**config.mk**
```make
export PLATFORM = sky130hd
export DESIGN_NAME = ues_regs
export DESIGN_NICKNAME = d
export VERILOG_FILES = /design/src/verilog/ues_pkg.sv /design/src/verilog/ues_regs.sv
export SDC_FILE = /design/constraint.sdc
export NUM_CORES = 1
export LEC_CHECK = 0
export BUFFER_PORTS_ARGS = -buffer_cell sky130_fd_sc_hd__buf_2
export CAP_MARGIN = 10
export CORE_UTILIZATION = 49
export CTS_CLUSTER_SIZE = 16
export DETAILED_ROUTE_END_ITERATION = 10
export PLACE_DENSITY = 0.76
export SETUP_SLACK_MARGIN = 0.2
export SYNTH_ARGS = -nofsm -noshare
export SYNTH_HDL_FRONTEND = slang
export SYNTH_SLANG_ARGS = --single-unit
export TNS_END_PERCENT = 30
```
**constraint.sdc**
```tcl
create_clock -name SYS_CLK_I -period 1.9 [get_ports SYS_CLK_I]
set_clock_uncertainty 0.2 [all_clocks]
set_input_delay 0.095 -clock SYS_CLK_I [delete_from_list [all_inputs] [get_ports SYS_CLK_I]]
set_output_delay 0.095 -clock SYS_CLK_I [all_outputs]
set_load 0.02 [all_outputs]
```
**src/verilog/ues_pkg.sv**
```systemverilog
// Shared constants and carrier types for the enhanced status and control registers
package ues_pkg;
   localparam int          DW             = 8;
   localparam int          AW             = 3;
   localparam logic [2:0]  A_THR_DLL      = 3'h0;
   localparam logic [2:0]  A_DLM          = 3'h1;
   localparam logic [2:0]  A_ISR_DLD      = 3'h2;
   localparam logic [2:0]  A_SFR          = 3'h4;
   localparam logic [2:0]  A_GPIO_MASK    = 3'h4;
   localparam logic [2:0]  A_GPIO_TRI     = 3'h5;
   localparam logic [2:0]  A_MSR          = 3'h6;
   localparam logic [2:0]  A_GPIO_POL     = 3'h6;
   localparam logic [2:0]  A_SPR          = 3'h7;
   localparam logic [2:0]  A_GPIO_DIR     = 3'h7;
   localparam logic [7:0]  LCR_ENH_KEY    = 8'hBF;
   localparam int          LCR_DLAB       = 7;
   localparam logic [2:0]  LCR_PAR_FORCE0 = 3'h7;
   localparam int          MCR_DTR        = 0;
   localparam int          MCR_RTS        = 1;
   localparam int          MCR_OUT1       = 2;
   localparam int          MCR_OUT2       = 3;
   localparam int          MCR_LOOP       = 4;
   localparam int          IER_MODEM      = 3;
   localparam int          EFR_UNLOCK     = 4;
   localparam int          EFR_AUTO_CTS   = 7;
   localparam int          FEATURE_CONTROL_RS485     = 3;
   localparam int          FEATURE_CONTROL_SWAP      = 6;
   localparam int          SFR_GPIO_EN    = 0;
   localparam int          SFR_BANK       = 1;
   localparam int          SFR_GPIO_IRQ   = 2;
   localparam int          SFR_FAST_IR    = 3;
   localparam int          SFR_TX_DIS     = 4;
   localparam int          SFR_RX_DIS     = 5;
   localparam int          SFR_NINE_BIT   = 6;
   localparam int          SFR_TX_ADDR    = 7;
   localparam logic [7:0]  SFR_FREE_MASK  = 8'h07;
   localparam int          ENHANCED_MODE_SELECT_ALT       = 0;
   localparam int          ENHANCED_MODE_SELECT_TXCNT     = 1;
   localparam int          ENHANCED_MODE_SELECT_IMM       = 2;
   localparam int          ENHANCED_MODE_SELECT_RTS_INV   = 3;
   localparam int          ENHANCED_MODE_SELECT_TRI       = 4;
   localparam int          ENHANCED_MODE_SELECT_LSR_IMM   = 6;
   localparam int          ENHANCED_MODE_SELECT_CLR_RD    = 7;
   localparam logic [7:0]  ENHANCED_MODE_SELECT_WR_MASK   = 8'hDF;
   localparam logic [7:0]  SPR_RST        = 8'hFF;
   localparam logic [7:0]  ZERO8          = 8'h00;
   localparam logic [1:0]  BRG_BOTH       = 2'h0;
   localparam logic [1:0]  BRG_TX         = 2'h1;
   localparam logic [1:0]  BRG_NONE       = 2'h2;
   localparam logic [1:0]  BRG_RX         = 2'h3;

   typedef struct packed {
      logic [15:0] whole;
      logic [3:0]  frac;
      logic [1:0]  samp;
   } ues_brg_s;

   typedef struct packed {
      logic tx_disable;
      logic rx_disable;
      logic nine_bit;
      logic fast_ir;
      logic tx_halt;
      logic tx_immediate;
   } ues_mode_s;
endpackage

```
**src/verilog/ues_regs.sv**
```systemverilog
// Enhanced status, special function, scratch, GPIO, mode select and divisor registers
`timescale 1ns/10ps
module ues_regs
   import ues_pkg::*;
#(
   parameter int GPIO_W = 16
) (
   input  wire logic              SYS_CLK_I,
   input  wire logic              RST_N_I,
   input  wire logic [AW-1:0]     ADDR_I,
   input  wire logic              CS_N_I,
   input  wire logic              RD_N_I,
   input  wire logic              WR_N_I,
   input  wire logic [DW-1:0]     DATA_I,
   output logic      [DW-1:0]     DATA_O,
   output logic                   DATA_OE_N_O,
   input  wire logic [7:0]        LINE_CTRL_I,
   input  wire logic [7:0]        MODEM_CTRL_I,
   input  wire logic [7:0]        IRQ_ENABLE_I,
   input  wire logic [7:0]        FEATURE_UNLOCK_I,
   input  wire logic [7:0]        FEATURE_CONTROL_I,
   input  wire logic              FIFO_EN_I,
   input  wire logic [7:0]        RX_LEVEL_I,
   input  wire logic [7:0]        TX_LEVEL_I,
   input  wire logic              TX_SENT_I,
   input  wire logic              TX_ACTIVE_I,
   input  wire logic              SER_TX_I,
   input  wire logic              ERR_IN_FIFO_I,
   input  wire logic              ERR_AT_HOLD_I,
   input  wire logic              PAUSE_EVT_I,
   input  wire logic              RESUME_EVT_I,
   input  wire logic              SPECIAL_EVT_I,
   input  wire logic              RX_CHAR_EVT_I,
   input  wire logic              CTS_N_I,
   input  wire logic              DSR_N_I,
   input  wire logic              RI_N_I,
   input  wire logic              CD_N_I,
   output logic                   TX_O,
   output logic                   TX_OE_N_O,
   output logic                   RTS_N_O,
   output logic                   RTS_OE_N_O,
   output logic                   DTR_N_O,
   output logic                   DTR_OE_N_O,
   input  wire logic [GPIO_W-1:0] GPIO_I,
   output logic      [GPIO_W-1:0] GPIO_O,
   output logic      [GPIO_W-1:0] GPIO_OE_N_O,
   output logic                   MODEM_IRQ_O,
   output logic                   GPIO_IRQ_O,
   output logic                   LINE_ERR_IRQ_O,
   output logic                   PAUSE_IRQ_O,
   output logic                   SPECIAL_IRQ_O,
   output logic                   TX_NINTH_O,
   output ues_mode_s              MODE_O,
   output ues_brg_s               TX_BRG_O,
   output ues_brg_s               RX_BRG_O
);
   localparam int BANK_W = GPIO_W / 2;

   logic                rd_q_r, wr_q_r;
   logic                rd_go, wr_go;
   logic                enh, dlab, unlock, swap, loopback;
   logic [7:0]          sfr_r, enhanced_mode_select_r, spr_r;
   logic [7:0]          sfr_nxt;
   logic [3:0]          stat, stat_prev_r, delta_r;
   logic [GPIO_W-1:0]   g_lvl_r, g_mask_r, g_tri_r, g_pol_r, g_dir_r;
   logic [BANK_W-1:0]   bank_lvl;
   logic                bank;
   logic                alt_ph_r, imm_pend_r;
   logic [1:0]          div_sel_r, div_sel_w;
   ues_brg_s            tx_brg_r, rx_brg_r, rd_brg;
   logic [7:0]          rd_mux;
   logic                thr_wr, isr_rd, msr_rd, gsel;

   assign rd_go    = !CS_N_I && !RD_N_I && !rd_q_r;
   assign wr_go    = !CS_N_I && !WR_N_I && !wr_q_r;
   assign enh      = (LINE_CTRL_I == LCR_ENH_KEY);
   assign dlab     = LINE_CTRL_I[LCR_DLAB] && !enh;
   assign unlock   = FEATURE_UNLOCK_I[EFR_UNLOCK];
   assign swap     = FEATURE_CONTROL_I[FEATURE_CONTROL_SWAP];
   assign loopback = MODEM_CTRL_I[MCR_LOOP];
   assign gsel     = sfr_r[SFR_GPIO_EN];
   assign bank     = sfr_r[SFR_BANK];
   assign thr_wr   = wr_go && !LINE_CTRL_I[LCR_DLAB] && ADDR_I == A_THR_DLL;
   assign isr_rd   = rd_go && !LINE_CTRL_I[LCR_DLAB] && ADDR_I == A_ISR_DLD;
   assign msr_rd   = rd_go && !enh && ADDR_I == A_MSR;

   always_ff @(posedge SYS_CLK_I) begin
      if (!RST_N_I) begin
         rd_q_r <= 1'b0;
         wr_q_r <= 1'b0;
      end else begin
         rd_q_r <= !CS_N_I && !RD_N_I;
         wr_q_r <= !CS_N_I && !WR_N_I;
      end
   end

   // Modem status: bit 0 clear-to-send, 1 set-ready, 2 ring, 3 carrier
   assign stat = loopback ? {MODEM_CTRL_I[MCR_OUT2], MODEM_CTRL_I[MCR_OUT1],
                             MODEM_CTRL_I[MCR_DTR], MODEM_CTRL_I[MCR_RTS]}
                          : ~{CD_N_I, RI_N_I, DSR_N_I, CTS_N_I};

   // A change in the read cycle sets the flag again, so no event is lost
   always_ff @(posedge SYS_CLK_I) begin
      if (!RST_N_I) begin
         stat_prev_r <= 4'h0;
         delta_r     <= 4'h0;
      end else begin
         stat_prev_r <= stat;
         delta_r[0]  <= (stat[0] != stat_prev_r[0]) || (delta_r[0] && !msr_rd);
         delta_r[1]  <= (stat[1] != stat_prev_r[1]) || (delta_r[1] && !msr_rd);
         delta_r[2]  <= (!stat[2] && stat_prev_r[2]) || (delta_r[2] && !msr_rd);
         delta_r[3]  <= (stat[3] != stat_prev_r[3]) || (delta_r[3] && !msr_rd);
      end
   end
   assign MODEM_IRQ_O = IRQ_ENABLE_I[IER_MODEM] && |delta_r;

   // Special function register: low three bits always, others only unlocked, except bit 7, which any THR write clears
   always_comb begin
      sfr_nxt = sfr_r;
      if (thr_wr) begin
         sfr_nxt[SFR_TX_ADDR] = 1'b0;
      end
      if (wr_go && dlab && ADDR_I == A_SFR) begin
         if (unlock) begin
            sfr_nxt = DATA_I;
         end else begin
            sfr_nxt = (sfr_r & ~SFR_FREE_MASK) | (DATA_I & SFR_FREE_MASK);
         end
      end
   end

   always_ff @(posedge SYS_CLK_I) begin
      if (!RST_N_I) begin
         sfr_r      <= ZERO8;
         TX_NINTH_O <= 1'b0;
      end else begin
         sfr_r <= sfr_nxt;
         if (thr_wr) begin
            TX_NINTH_O <= sfr_r[SFR_TX_ADDR]
                          && LINE_CTRL_I[5:3] == LCR_PAR_FORCE0;
         end
      end
   end

   // Scratch has no sleep term: only reset reloads it
   always_ff @(posedge SYS_CLK_I) begin
      if (!RST_N_I) begin
         spr_r <= SPR_RST;
      end else if (wr_go && !enh && ADDR_I == A_SPR && !gsel && !swap) begin
         spr_r <= DATA_I;
      end
   end

   // Mode select and the alternating level counter phase
   always_ff @(posedge SYS_CLK_I) begin
      if (!RST_N_I) begin
         enhanced_mode_select_r     <= ZERO8;
         alt_ph_r   <= 1'b0;
         imm_pend_r <= 1'b0;
      end else begin
         if (wr_go && !enh && ADDR_I == A_SPR && !gsel && swap) begin
            enhanced_mode_select_r   <= DATA_I & ENHANCED_MODE_SELECT_WR_MASK;
            alt_ph_r <= 1'b0;
         end else begin
            if (rd_go && !enh && ADDR_I == A_SPR && !gsel && swap
                && enhanced_mode_select_r[ENHANCED_MODE_SELECT_ALT] && enhanced_mode_select_r[ENHANCED_MODE_SELECT_TXCNT]) begin
               alt_ph_r <= !alt_ph_r;
            end
            if (TX_SENT_I && imm_pend_r) begin
               enhanced_mode_select_r[ENHANCED_MODE_SELECT_IMM] <= 1'b0;
            end
         end
         if (TX_SENT_I) begin
            imm_pend_r <= 1'b0;
         end else if (thr_wr && MODE_O.tx_immediate) begin
            imm_pend_r <= 1'b1;
         end
      end
   end

   // GPIO registers act on the selected half of the pins
   always_ff @(posedge SYS_CLK_I) begin
      if (!RST_N_I) begin
         g_lvl_r  <= '0;
         g_mask_r <= '0;
         g_tri_r  <= '0;
         g_pol_r  <= '0;
         g_dir_r  <= '0;
      end else if (wr_go && gsel) begin
         if (!enh && ADDR_I == A_SPR) begin
            for (int i = 0; i < BANK_W; i++) begin
               if (!g_dir_r[i + BANK_W * bank]) begin
                  g_lvl_r[i + BANK_W * bank] <= DATA_I[i];
               end
            end
         end else if (enh) begin
            unique case (ADDR_I)
               A_GPIO_MASK: g_mask_r[BANK_W * bank +: BANK_W] <= DATA_I[BANK_W-1:0];
               A_GPIO_TRI:  g_tri_r[BANK_W * bank +: BANK_W]  <= DATA_I[BANK_W-1:0];
               A_GPIO_POL:  g_pol_r[BANK_W * bank +: BANK_W]  <= DATA_I[BANK_W-1:0];
               A_GPIO_DIR:  g_dir_r[BANK_W * bank +: BANK_W]  <= DATA_I[BANK_W-1:0];
               default: ;
            endcase
         end
      end
   end

   // Direction 1 is input; three-state set floats an output
   assign GPIO_O      = g_lvl_r;
   assign GPIO_OE_N_O = g_dir_r | g_tri_r;
   assign GPIO_IRQ_O  = sfr_r[SFR_GPIO_IRQ]
                        && |(g_dir_r & g_mask_r & (GPIO_I ^ g_pol_r));
   always_comb begin
      for (int i = 0; i < BANK_W; i++) begin
         bank_lvl[i] = g_dir_r[i + BANK_W * bank] ? GPIO_I[i + BANK_W * bank]
                                                  : g_lvl_r[i + BANK_W * bank];
      end
   end

   // Divisor sets; the top fraction bits pick which set a write reaches
   assign div_sel_w = (wr_go && dlab && unlock && ADDR_I == A_ISR_DLD) ? DATA_I[7:6]
                                                                      : div_sel_r;

   always_ff @(posedge SYS_CLK_I) begin
      if (!RST_N_I) begin
         div_sel_r <= BRG_BOTH;
         tx_brg_r  <= '0;
         rx_brg_r  <= '0;
      end else begin
         div_sel_r <= div_sel_w;
         if (wr_go && dlab && div_sel_w != BRG_NONE) begin
            unique case (ADDR_I)
               A_THR_DLL: begin
                  if (div_sel_w != BRG_RX) tx_brg_r.whole[7:0] <= DATA_I;
                  if (div_sel_w != BRG_TX) rx_brg_r.whole[7:0] <= DATA_I;
               end
               A_DLM: begin
                  if (div_sel_w != BRG_RX) tx_brg_r.whole[15:8] <= DATA_I;
                  if (div_sel_w != BRG_TX) rx_brg_r.whole[15:8] <= DATA_I;
               end
               A_ISR_DLD: begin
                  // Fraction and sampling fields only while unlocked
                  if (unlock && div_sel_w != BRG_RX) {tx_brg_r.samp, tx_brg_r.frac} <= DATA_I[5:0];
                  if (unlock && div_sel_w != BRG_TX) {rx_brg_r.samp, rx_brg_r.frac} <= DATA_I[5:0];
               end
               default: ;
            endcase
         end
      end
   end
   assign TX_BRG_O = tx_brg_r;
   assign RX_BRG_O = rx_brg_r;
   assign rd_brg   = (div_sel_r == BRG_RX) ? rx_brg_r : tx_brg_r;

   // Read data; write-only registers read as zero, except mode select, whose address reads a level count
   always_comb begin
      rd_mux = ZERO8;
      if (dlab && ADDR_I == A_THR_DLL) begin
         rd_mux = rd_brg.whole[7:0];
      end else if (dlab && ADDR_I == A_DLM) begin
         rd_mux = rd_brg.whole[15:8];
      end else if (dlab && unlock && ADDR_I == A_ISR_DLD) begin
         rd_mux = {div_sel_r, rd_brg.samp, rd_brg.frac};
      end else if (!enh && ADDR_I == A_MSR) begin
         rd_mux = {stat, delta_r};
      end else if (!enh && ADDR_I == A_SPR) begin
         if (gsel) begin
            rd_mux = 8'(bank_lvl);
         end else if (swap) begin
            // Bit 0 clear: receive; bit 0 alone: transmit; both: alternate
            rd_mux = (enhanced_mode_select_r[ENHANCED_MODE_SELECT_ALT] && (!enhanced_mode_select_r[ENHANCED_MODE_SELECT_TXCNT] || alt_ph_r))
                     ? TX_LEVEL_I : RX_LEVEL_I;
         end else begin
            rd_mux = spr_r;
         end
      end else if (enh && gsel) begin
         unique case (ADDR_I)
            A_GPIO_MASK: rd_mux = 8'(g_mask_r[BANK_W * bank +: BANK_W]);
            A_GPIO_TRI:  rd_mux = 8'(g_tri_r[BANK_W * bank +: BANK_W]);
            A_GPIO_POL:  rd_mux = 8'(g_pol_r[BANK_W * bank +: BANK_W]);
            A_GPIO_DIR:  rd_mux = 8'(g_dir_r[BANK_W * bank +: BANK_W]);
            default:     rd_mux = ZERO8;
         endcase
      end
   end

   always_ff @(posedge SYS_CLK_I) begin
      if (!RST_N_I) begin
         DATA_O <= ZERO8;
      end else if (rd_go) begin
         DATA_O <= rd_mux;
      end
   end
   assign DATA_OE_N_O = !(rd_q_r && !CS_N_I && !RD_N_I);

   // Interrupt flags shared with the rest of the UART
   always_ff @(posedge SYS_CLK_I) begin
      if (!RST_N_I) begin
         PAUSE_IRQ_O   <= 1'b0;
         SPECIAL_IRQ_O <= 1'b0;
      end else begin
         PAUSE_IRQ_O   <= PAUSE_EVT_I || (PAUSE_IRQ_O && !isr_rd
                          && !(RESUME_EVT_I && !enhanced_mode_select_r[ENHANCED_MODE_SELECT_CLR_RD]));
         SPECIAL_IRQ_O <= SPECIAL_EVT_I || (SPECIAL_IRQ_O && !isr_rd
                          && !(RX_CHAR_EVT_I && !enhanced_mode_select_r[ENHANCED_MODE_SELECT_CLR_RD]));
      end
   end
   assign LINE_ERR_IRQ_O = enhanced_mode_select_r[ENHANCED_MODE_SELECT_LSR_IMM] ? ERR_IN_FIFO_I : ERR_AT_HOLD_I;

   // Pin drivers
   always_ff @(posedge SYS_CLK_I) begin
      if (!RST_N_I) begin
         TX_O    <= 1'b1;
         RTS_N_O <= 1'b1;
         DTR_N_O <= 1'b1;
      end else begin
         TX_O    <= SER_TX_I;
         DTR_N_O <= !MODEM_CTRL_I[MCR_DTR];
         if (FEATURE_CONTROL_I[FEATURE_CONTROL_RS485]) begin
            RTS_N_O <= !TX_ACTIVE_I ^ enhanced_mode_select_r[ENHANCED_MODE_SELECT_RTS_INV];
         end else begin
            RTS_N_O <= !MODEM_CTRL_I[MCR_RTS];
         end
      end
   end
   assign TX_OE_N_O  = enhanced_mode_select_r[ENHANCED_MODE_SELECT_TRI];
   assign RTS_OE_N_O = enhanced_mode_select_r[ENHANCED_MODE_SELECT_TRI];
   assign DTR_OE_N_O = enhanced_mode_select_r[ENHANCED_MODE_SELECT_TRI];

   assign MODE_O.tx_disable   = sfr_r[SFR_TX_DIS];
   assign MODE_O.rx_disable   = sfr_r[SFR_RX_DIS];
   assign MODE_O.nine_bit     = sfr_r[SFR_NINE_BIT];
   assign MODE_O.fast_ir      = sfr_r[SFR_FAST_IR];
   assign MODE_O.tx_halt      = FEATURE_UNLOCK_I[EFR_AUTO_CTS] && CTS_N_I;
   assign MODE_O.tx_immediate = FIFO_EN_I && enhanced_mode_select_r[ENHANCED_MODE_SELECT_IMM];
endmodule // ues_regs

```
==> flow_metrics.py, run 1 <==
metrics = {
    "run_status": {
        "status": "finished, violations left",
        "violations": "hold timing, setup timing",
    },
    "sta": {
        "rsz0062_at_grt": "true",
        "setup_ws_ns": -0.2010,
        "tns_ns": -6.361,
        "min_period_ns": 2.101,
        "drv_slew": 0,
        "min_period_over_period_pct": 110.6,
        "slew_headroom_pct": 61.29,
        "timing.fmax_ghz": 0.4760,
        "final-setup-viol-count": 88,
        "timing_hold_violations_final": 1,
        "whs_ns": -0.009343,
        "tightestPinTransition_ns": 0.5807,
    },
    "power": {
        "power_frac_comb_pct": 10.6,
        "p_sw_share_pct": 24.99,
        "p_sw_mw": 2.135,
        "p_total_mw": 8.543,
        "power.internal_mw": 6.408,
        "seq_power_share_pct": 43.8,
        "p_leak_nw": 5.738,
        "peakVddDrop_mv": 0.6851,
        "clkPwrFrac_pct": 45.6,
        "powerDensity_nw_per_um2": 659.9,
    },
    "floorplan": {
        "core_area_sq_um": 18020,
        "die_y_um": 137.8,
        "die_x_um": 137.8,
        "die_area_sq_um": 18980,
        "io-pin-count": 205,
        "rows": 49,
        "start_util_pct": 50.12,
    },
    "synthesis": {
        "async_reset_ff_share_pct": 0,
        "ys_warn_count": 0,
        "synth_edf_count": 0,
        "synth_area_sq_um": 9034,
        "syn-num-nets": 1141,
        "postSynthCellCount": 1039,
        "yosysSeqAreaShare_pct": 38.78,
        "synthFlopType": "dfxtp_1",
        "synth_area_per_cell_sq_um": 8.695,
        "yosys.cell_types.count": 60,
        "ys_seq_elements": 175,
    },
    "placement": {
        "dp_hpwl_mm": 21.68,
        "gp_congestion": 0.9455,
        "dp_cells": 1494,
        "port_buffers": 182,
        "place_area_sq_um": 11060,
        "pre_cts_ws_ns": -0.4090,
    },
    "finish": {
        "fin_cells": 1590,
        "fin_area_sq_um": 12950,
        "fill_cells": 1280,
        "area_growth_pct": 43.31,
        "final_util_pct": 71.82,
        "drive_above_1_share_pct": 40.40,
        "finalNetCount": 1448,
    },
    "clocking": {
        "cts_tree": "built",
        "cts.sinks": 175,
        "cts_buffer_depth": 2,
        "h-tree-depth": 4,
        "numCtsBuffers": 17,
        "cts_root_buffer": "clkbuf_16",
        "clk_latency_ns": 0.44,
        "clkTransAtPathRegs_ns": 0.07,
    },
    "drt": {
        "post_drt_wl_per_cell_um": 20.85,
        "ant_nets": 0,
        "via_count": 9547,
        "vias_per_cell": 6.004,
        "wl_mm": 33.15,
        "drt_pass1_iterations": 6,
        "drc_errors": 0,
        "drt_iter0_markers": 1150,
    },
    "grt": {
        "grt_pass1_wl_mm": 48.63,
        "grt_pass1_vias": 8958,
        "grt_max_degree": 105,
        "antenna_found_initial": 2,
        "grt_use_total_pct": 34.17,
        "grt_overflow": 0,
    },
    "critical_path": {
        "worstSetupPathType": "reg2reg",
        "cp.required_ns": 2.02,
        "crit_fanout": 6,
        "arrival_ns": 2.22,
        "end_kind": "flip-flop",
        "start_kind": "flip-flop",
        "rr_worst_depth": 6,
    },
    "flow_run": {
        "maxCapViolCount": 0,
    },
    "worst_hold_path": {
        "hold_class": "in2reg",
        "holdPathStages": 5,
    },
}
==> final timing paths <==
path,start,to,slack (ns)
hold / removal,RI_N_I,delta_r[2],-0.009
setup / recovery,wr_q_r,GPIO_O[6],-0.20
hold reg to reg,sfr_r[4],sfr_r[4],0.26
setup reg to reg,wr_q_r,GPIO_O[6],-0.20
==> per-layer routing <==
metal | part of all wire (%) | vias to the layer above | routed length [um] | track usage, %
met5 | 0 | - | 0 | 0
li1 | - | 4271 | - | -
met4 | 4.0 | 0 | 1336 | 17.27
met3 | 9.3 | 110 | 3076 | 7.027
met2 | 46 | 571 | 15310 | 53.99
met1 | 40 | 4595 | 13420 | 44.00
==> power groups by stage <==
stage	combinational [mW]	sequential [mW]	clock [mW]
after global placement	0.731	3.82	0
after detailed placement	0.738	3.83	0
after CTS	0.851	3.74	3.89
final	0.907	3.74	3.89
after global routing	0.954	3.74	4.04
after floorplan	0.363	3.85	0
==> sequential cells by signal, summed over array words and instances, names as in the netlist, 2 cells and up <==
signal / flops
stat_prev_r: 4
enhanced_mode_select_r: 7
g_tri_r: 16
spr_r: 8
delta_r: 4
DATA_O: 8
g_dir_r: 16
sfr_r: 8
g_pol_r: 16
TX_BRG_O: 22
GPIO_O: 16
RX_BRG_O: 22
div_sel_r: 2
g_mask_r: 16
==> synthesized netlist by cell type (all sizes together) (8+ instances only) <==
cell type | number | share of area, %
and3 | 8 | 0.55
a21oi | 30 | 1.8
nand2 | 153 | 6.4
a21boi | 51 | 4.2
mux2i | 122 | 14
nor3 | 14 | 1.3
clkbuf | 56 | 2.3
nand4 | 8 | 0.69
o22ai | 9 | 0.62
nor2 | 44 | 2.0
dfxtp | 175 | 39
nand3 | 55 | 3.4
buf | 26 | 1.7
nor2b | 79 | 5.5
or2 | 17 | 1.2
o211ai | 12 | 1.0
o21ai | 45 | 2.5
and2 | 8 | 0.55
a211oi | 15 | 1.2
xor2 | 19 | 1.8
mux2 | 19 | 2.4
o221ai | 9 | 0.87
==> critical path, stage by stage, from the launching register on <==
cell and delay, ns:
dfxtp_2 0.35, nor3_4 0.22, nand2_2 0.17, or4_4 0.61, nor2_4 0.12, mux2i_1 0.23
nor2b_1 0.08
==> placed cells by master (no fill, tap or decap), types with 7 or more instances in the layout <==
| cell type | count |
|---|---|
| nand3_1 | 37 |
| buf_6 | 17 |
| nor2_1 | 26 |
| o211ai_1 | 12 |
| mux2_2 | 17 |
| a21boi_1 | 46 |
| nand2_2 | 12 |
| nor3_4 | 9 |
| nor2b_1 | 79 |
| nand3_2 | 15 |
| o221ai_1 | 8 |
| buf_2 | 179 |
| a21oi_1 | 27 |
| a211oi_1 | 7 |
| dfxtp_2 | 28 |
| xor2_1 | 19 |
| dfxtp_1 | 146 |
| o22ai_1 | 8 |
| nand2_1 | 140 |
| or2_2 | 16 |
| buf_12 | 16 |
| mux2i_1 | 112 |
| nor2_4 | 9 |
| dlygate4sd3_1 | 35 |
| clkbuf_16 | 17 |
| nor2_2 | 9 |
| o21ai_1 | 26 |
| o21ai_0 | 14 |
| and2_1 | 8 |
| buf_4 | 120 |
==> layout make-up <==
type,count,area (sq um),area share (%)
Antenna cell,2,5.005,0.03866
Clock buffer,19,452.9,3.499
Clock inverter,13,195.2,1.508
Inverter,6,22.52,0.1740
Multi-Input combinational cell,777,5753,44.44
Sequential cell,175,3542,27.36
Tap cell,229,286.5,2.213
Timing Repair Buffer,369,2689,20.77
==> logic make-up (layout without fill, tap and decap cells) <==
logic type             Yosys count  after routing  share of synthesized area [%]
AO/OA/AOI/OAI                  204            204                          15.40
XOR/XNOR                        22             22                          2.133
buffers and inverters           88            407                          4.293
flip-flops                     175            175                          38.78
multiplexers                   141            141                          15.89
other                            0              2                              0
AND/OR/NAND/NOR                409            410                          23.50
==> repair_timing <==
action	CTS	global route
gates cloned	2	0
hold buffers	35	0
endpoints found under the setup margin	139	150
pin swaps	60	41
hold endpoints to repair	97	0
resized for setup	117	62
buffers inserted	22	3
Power figures use the tool's default switching activity.
==> run 2: changes to the inputs <==
--- a/config.mk
+++ b/config.mk
@@ -5,13 +5,13 @@
 export SDC_FILE = /design/constraint.sdc
 export NUM_CORES = 1
 export LEC_CHECK = 0
+export ABC_CLOCK_PERIOD_IN_PS = 1900
 export BUFFER_PORTS_ARGS = -buffer_cell sky130_fd_sc_hd__buf_2
 export CAP_MARGIN = 10
 export CORE_UTILIZATION = 49
 export CTS_CLUSTER_SIZE = 16
 export DETAILED_ROUTE_END_ITERATION = 10
 export PLACE_DENSITY = 0.76
-export SETUP_SLACK_MARGIN = 0.2
 export SYNTH_ARGS = -nofsm -noshare
 export SYNTH_HDL_FRONTEND = slang
 export SYNTH_SLANG_ARGS = --single-unit
==> run 2 against run 1 <==
The flow finishes with violations (setup timing). Fmax increased by 0.80%. Core utilization decreased by 2.3 points. First-iteration DRC count decreased by 22%. Die area unchanged. Highest routed layer unchanged.
==> flow_metrics.py, run 2 (synthesis results as in run 1) <==
metrics = {
    "drt": {
        "ant_nets": 0,
        "drt_iter0_markers": 892,
        "via_count": 9259,
        "post_drt_wl_per_cell_um": 20.23,
        "drc_errors": 0,
        "wl_mm": 31.92,
        "drt_pass1_iterations": 5,
        "vias_per_cell": 5.868,
    },
    "power": {
        "powerDensity_nw_per_um2": 668.1,
        "p_total_mw": 8.371,
        "peakVddDrop_mv": 0.6410,
        "p_leak_nw": 5.682,
    },
    "sta": {
        "min_period_ns": 2.084,
        "timing_hold_violations_final": 0,
        "slew_headroom_pct": 19.20,
        "tightestPinTransition_ns": 1.212,
        "timing.fmax_ghz": 0.4798,
        "tns_ns": -1.713,
        "min_period_over_period_pct": 109.7,
        "final-setup-viol-count": 31,
        "setup_ws_ns": -0.1842,
        "drv_slew": 0,
        "whs_ns": 0.005657,
        "rsz0062_at_grt": "true",
    },
    "grt": {
        "grt_pass1_wl_mm": 47.13,
        "grt_overflow": 0,
        "antenna_found_initial": 0,
        "grt_use_total_pct": 33.29,
        "grt_max_degree": 67,
        "grt_pass1_vias": 8699,
    },
    "floorplan": {
        "io-pin-count": 205,
        "die_area_sq_um": 18980,
        "start_util_pct": 50.12,
        "die_x_um": 137.8,
        "core_area_sq_um": 18020,
        "rows": 49,
        "die_y_um": 137.8,
    },
    "critical_path": {
        "path_buf_inv": 1,
        "max_stage_delay_ns": 0.48,
        "arrival_ns": 1.79,
        "crit_family": "compound AO/OA/AOI/OAI gates",
        "end_kind": "primary output",
        "worstSetupPathType": "reg2out",
        "crit_chain": "xor2_1 -> nand3_1 -> nand4_1 -> o41a_1 -> buf_6",
        "cpMaxStageDelayCell": "o41a_1",
        "cp.required_ns": 1.60,
        "crit_fanout": 3,
        "start_kind": "flip-flop",
    },
    "clocking": {
        "clk_latency_ns": 0.44,
        "cts_buffer_depth": 2,
        "numCtsBuffers": 17,
        "cts_root_buffer": "clkbuf_16",
        "cts_tree": "built",
        "h-tree-depth": 4,
        "cts.sinks": 175,
        "clkTransAtPathRegs_ns": 0.07,
    },
    "finish": {
        "final_util_pct": 69.51,
        "multiInputGateArea_sq_um": 5456,
        "finalNetCount": 1438,
        "area_growth_pct": 38.68,
        "final_common_cell": "buf_2",
        "diodes": 0,
        "register_area_sq_um": 3528,
        "final_cell_mix": "buf_2 (180), dfxtp_1 (155), nand2_1 (151)",
        "fin_cells": 1578,
        "drive_above_1_share_pct": 35.29,
        "fill_cells": 1375,
    },
    "run_status": {
        "status": "finished, violations left",
        "violations": "setup timing",
    },
    "worst_hold_path": {
        "hold_class": "in2reg",
    },
    "flow_run": {
        "maxCapViolCount": 0,
    },
    "placement": {
        "dp_cells": 1507,
        "port_buffers": 182,
        "gp_congestion": 0.9598,
        "dp_hpwl_mm": 22.08,
    },
}
[run 2: final cells by class]
type                       count  area share, %
clock inverter                14          1.518
clock buffer                  18          3.426
multi-input combinational    776          43.55
inverter                       6         0.1798
tap                          229          2.287
timing repair buffer         360          20.87
sequential                   175          28.16
[run 2: worst paths after layout]
path | to | startpoint | depth (start not counted) | slack (ns)
setup / recovery | GPIO_IRQ_O | g_pol_r[15] | 5 | -0.18
hold / removal | stat_prev_r[0] | MODEM_CTRL_I[1] | 4 | 0.006
setup reg to reg | GPIO_O[12] | wr_q_r | 6 | -0.15
hold reg to reg | sfr_r[4] | sfr_r[4] | 2 | 0.26
[run 2: stage by stage]
stage                     instance area, sq um  setup WS, ns
final                                    12530       -0.1842
after detailed placement                 11170       -0.5331
after CTS                                12330       -0.1646
after global routing                     12530       -0.2189
after floorplan                           9077      -0.07375
after global placement                   11170       -0.5221
[run 2: metal layers]
| metal | vias up | wire [um] | global-route usage (%) |
|---|---|---|---|
| met5 | - | 0 | 0 |
| met4 | 0 | 1319 | 15.82 |
| met3 | 109 | 3122 | 7.763 |
| met2 | 544 | 14700 | 52.76 |
| met1 | 4358 | 12780 | 42.53 |
| li1 | 4248 | - | - |
[run 2: where the power goes]
group | leakage, nW | switching (mW) | internal, mW
sequential | 1.43 | 0.0330 | 3.71
combinational | 3.95 | 0.492 | 0.380
clock | 0.307 | 1.63 | 2.13
total | 5.68 | 2.16 | 6.22
[run 2: worst reg2reg max path, delay by kind of cell, from the launching register on]
family | cells | cell delay [ns]
and+or+nand+nor | 3 | 0.96
AOI/OAI and AO/OA | 2 | 0.25
DFF | 1 | 0.34
buffers and inverters | 1 | 0.20
[run 2: repair_timing]
action / in CTS / in global routing
pin swaps: 16 / 27
endpoints found under the setup margin: 76 / 69
hold buffers: 36 / 0
hold endpoints to repair: 112 / 0
buffers inserted: 6 / 2
resized for setup: 38 / 54
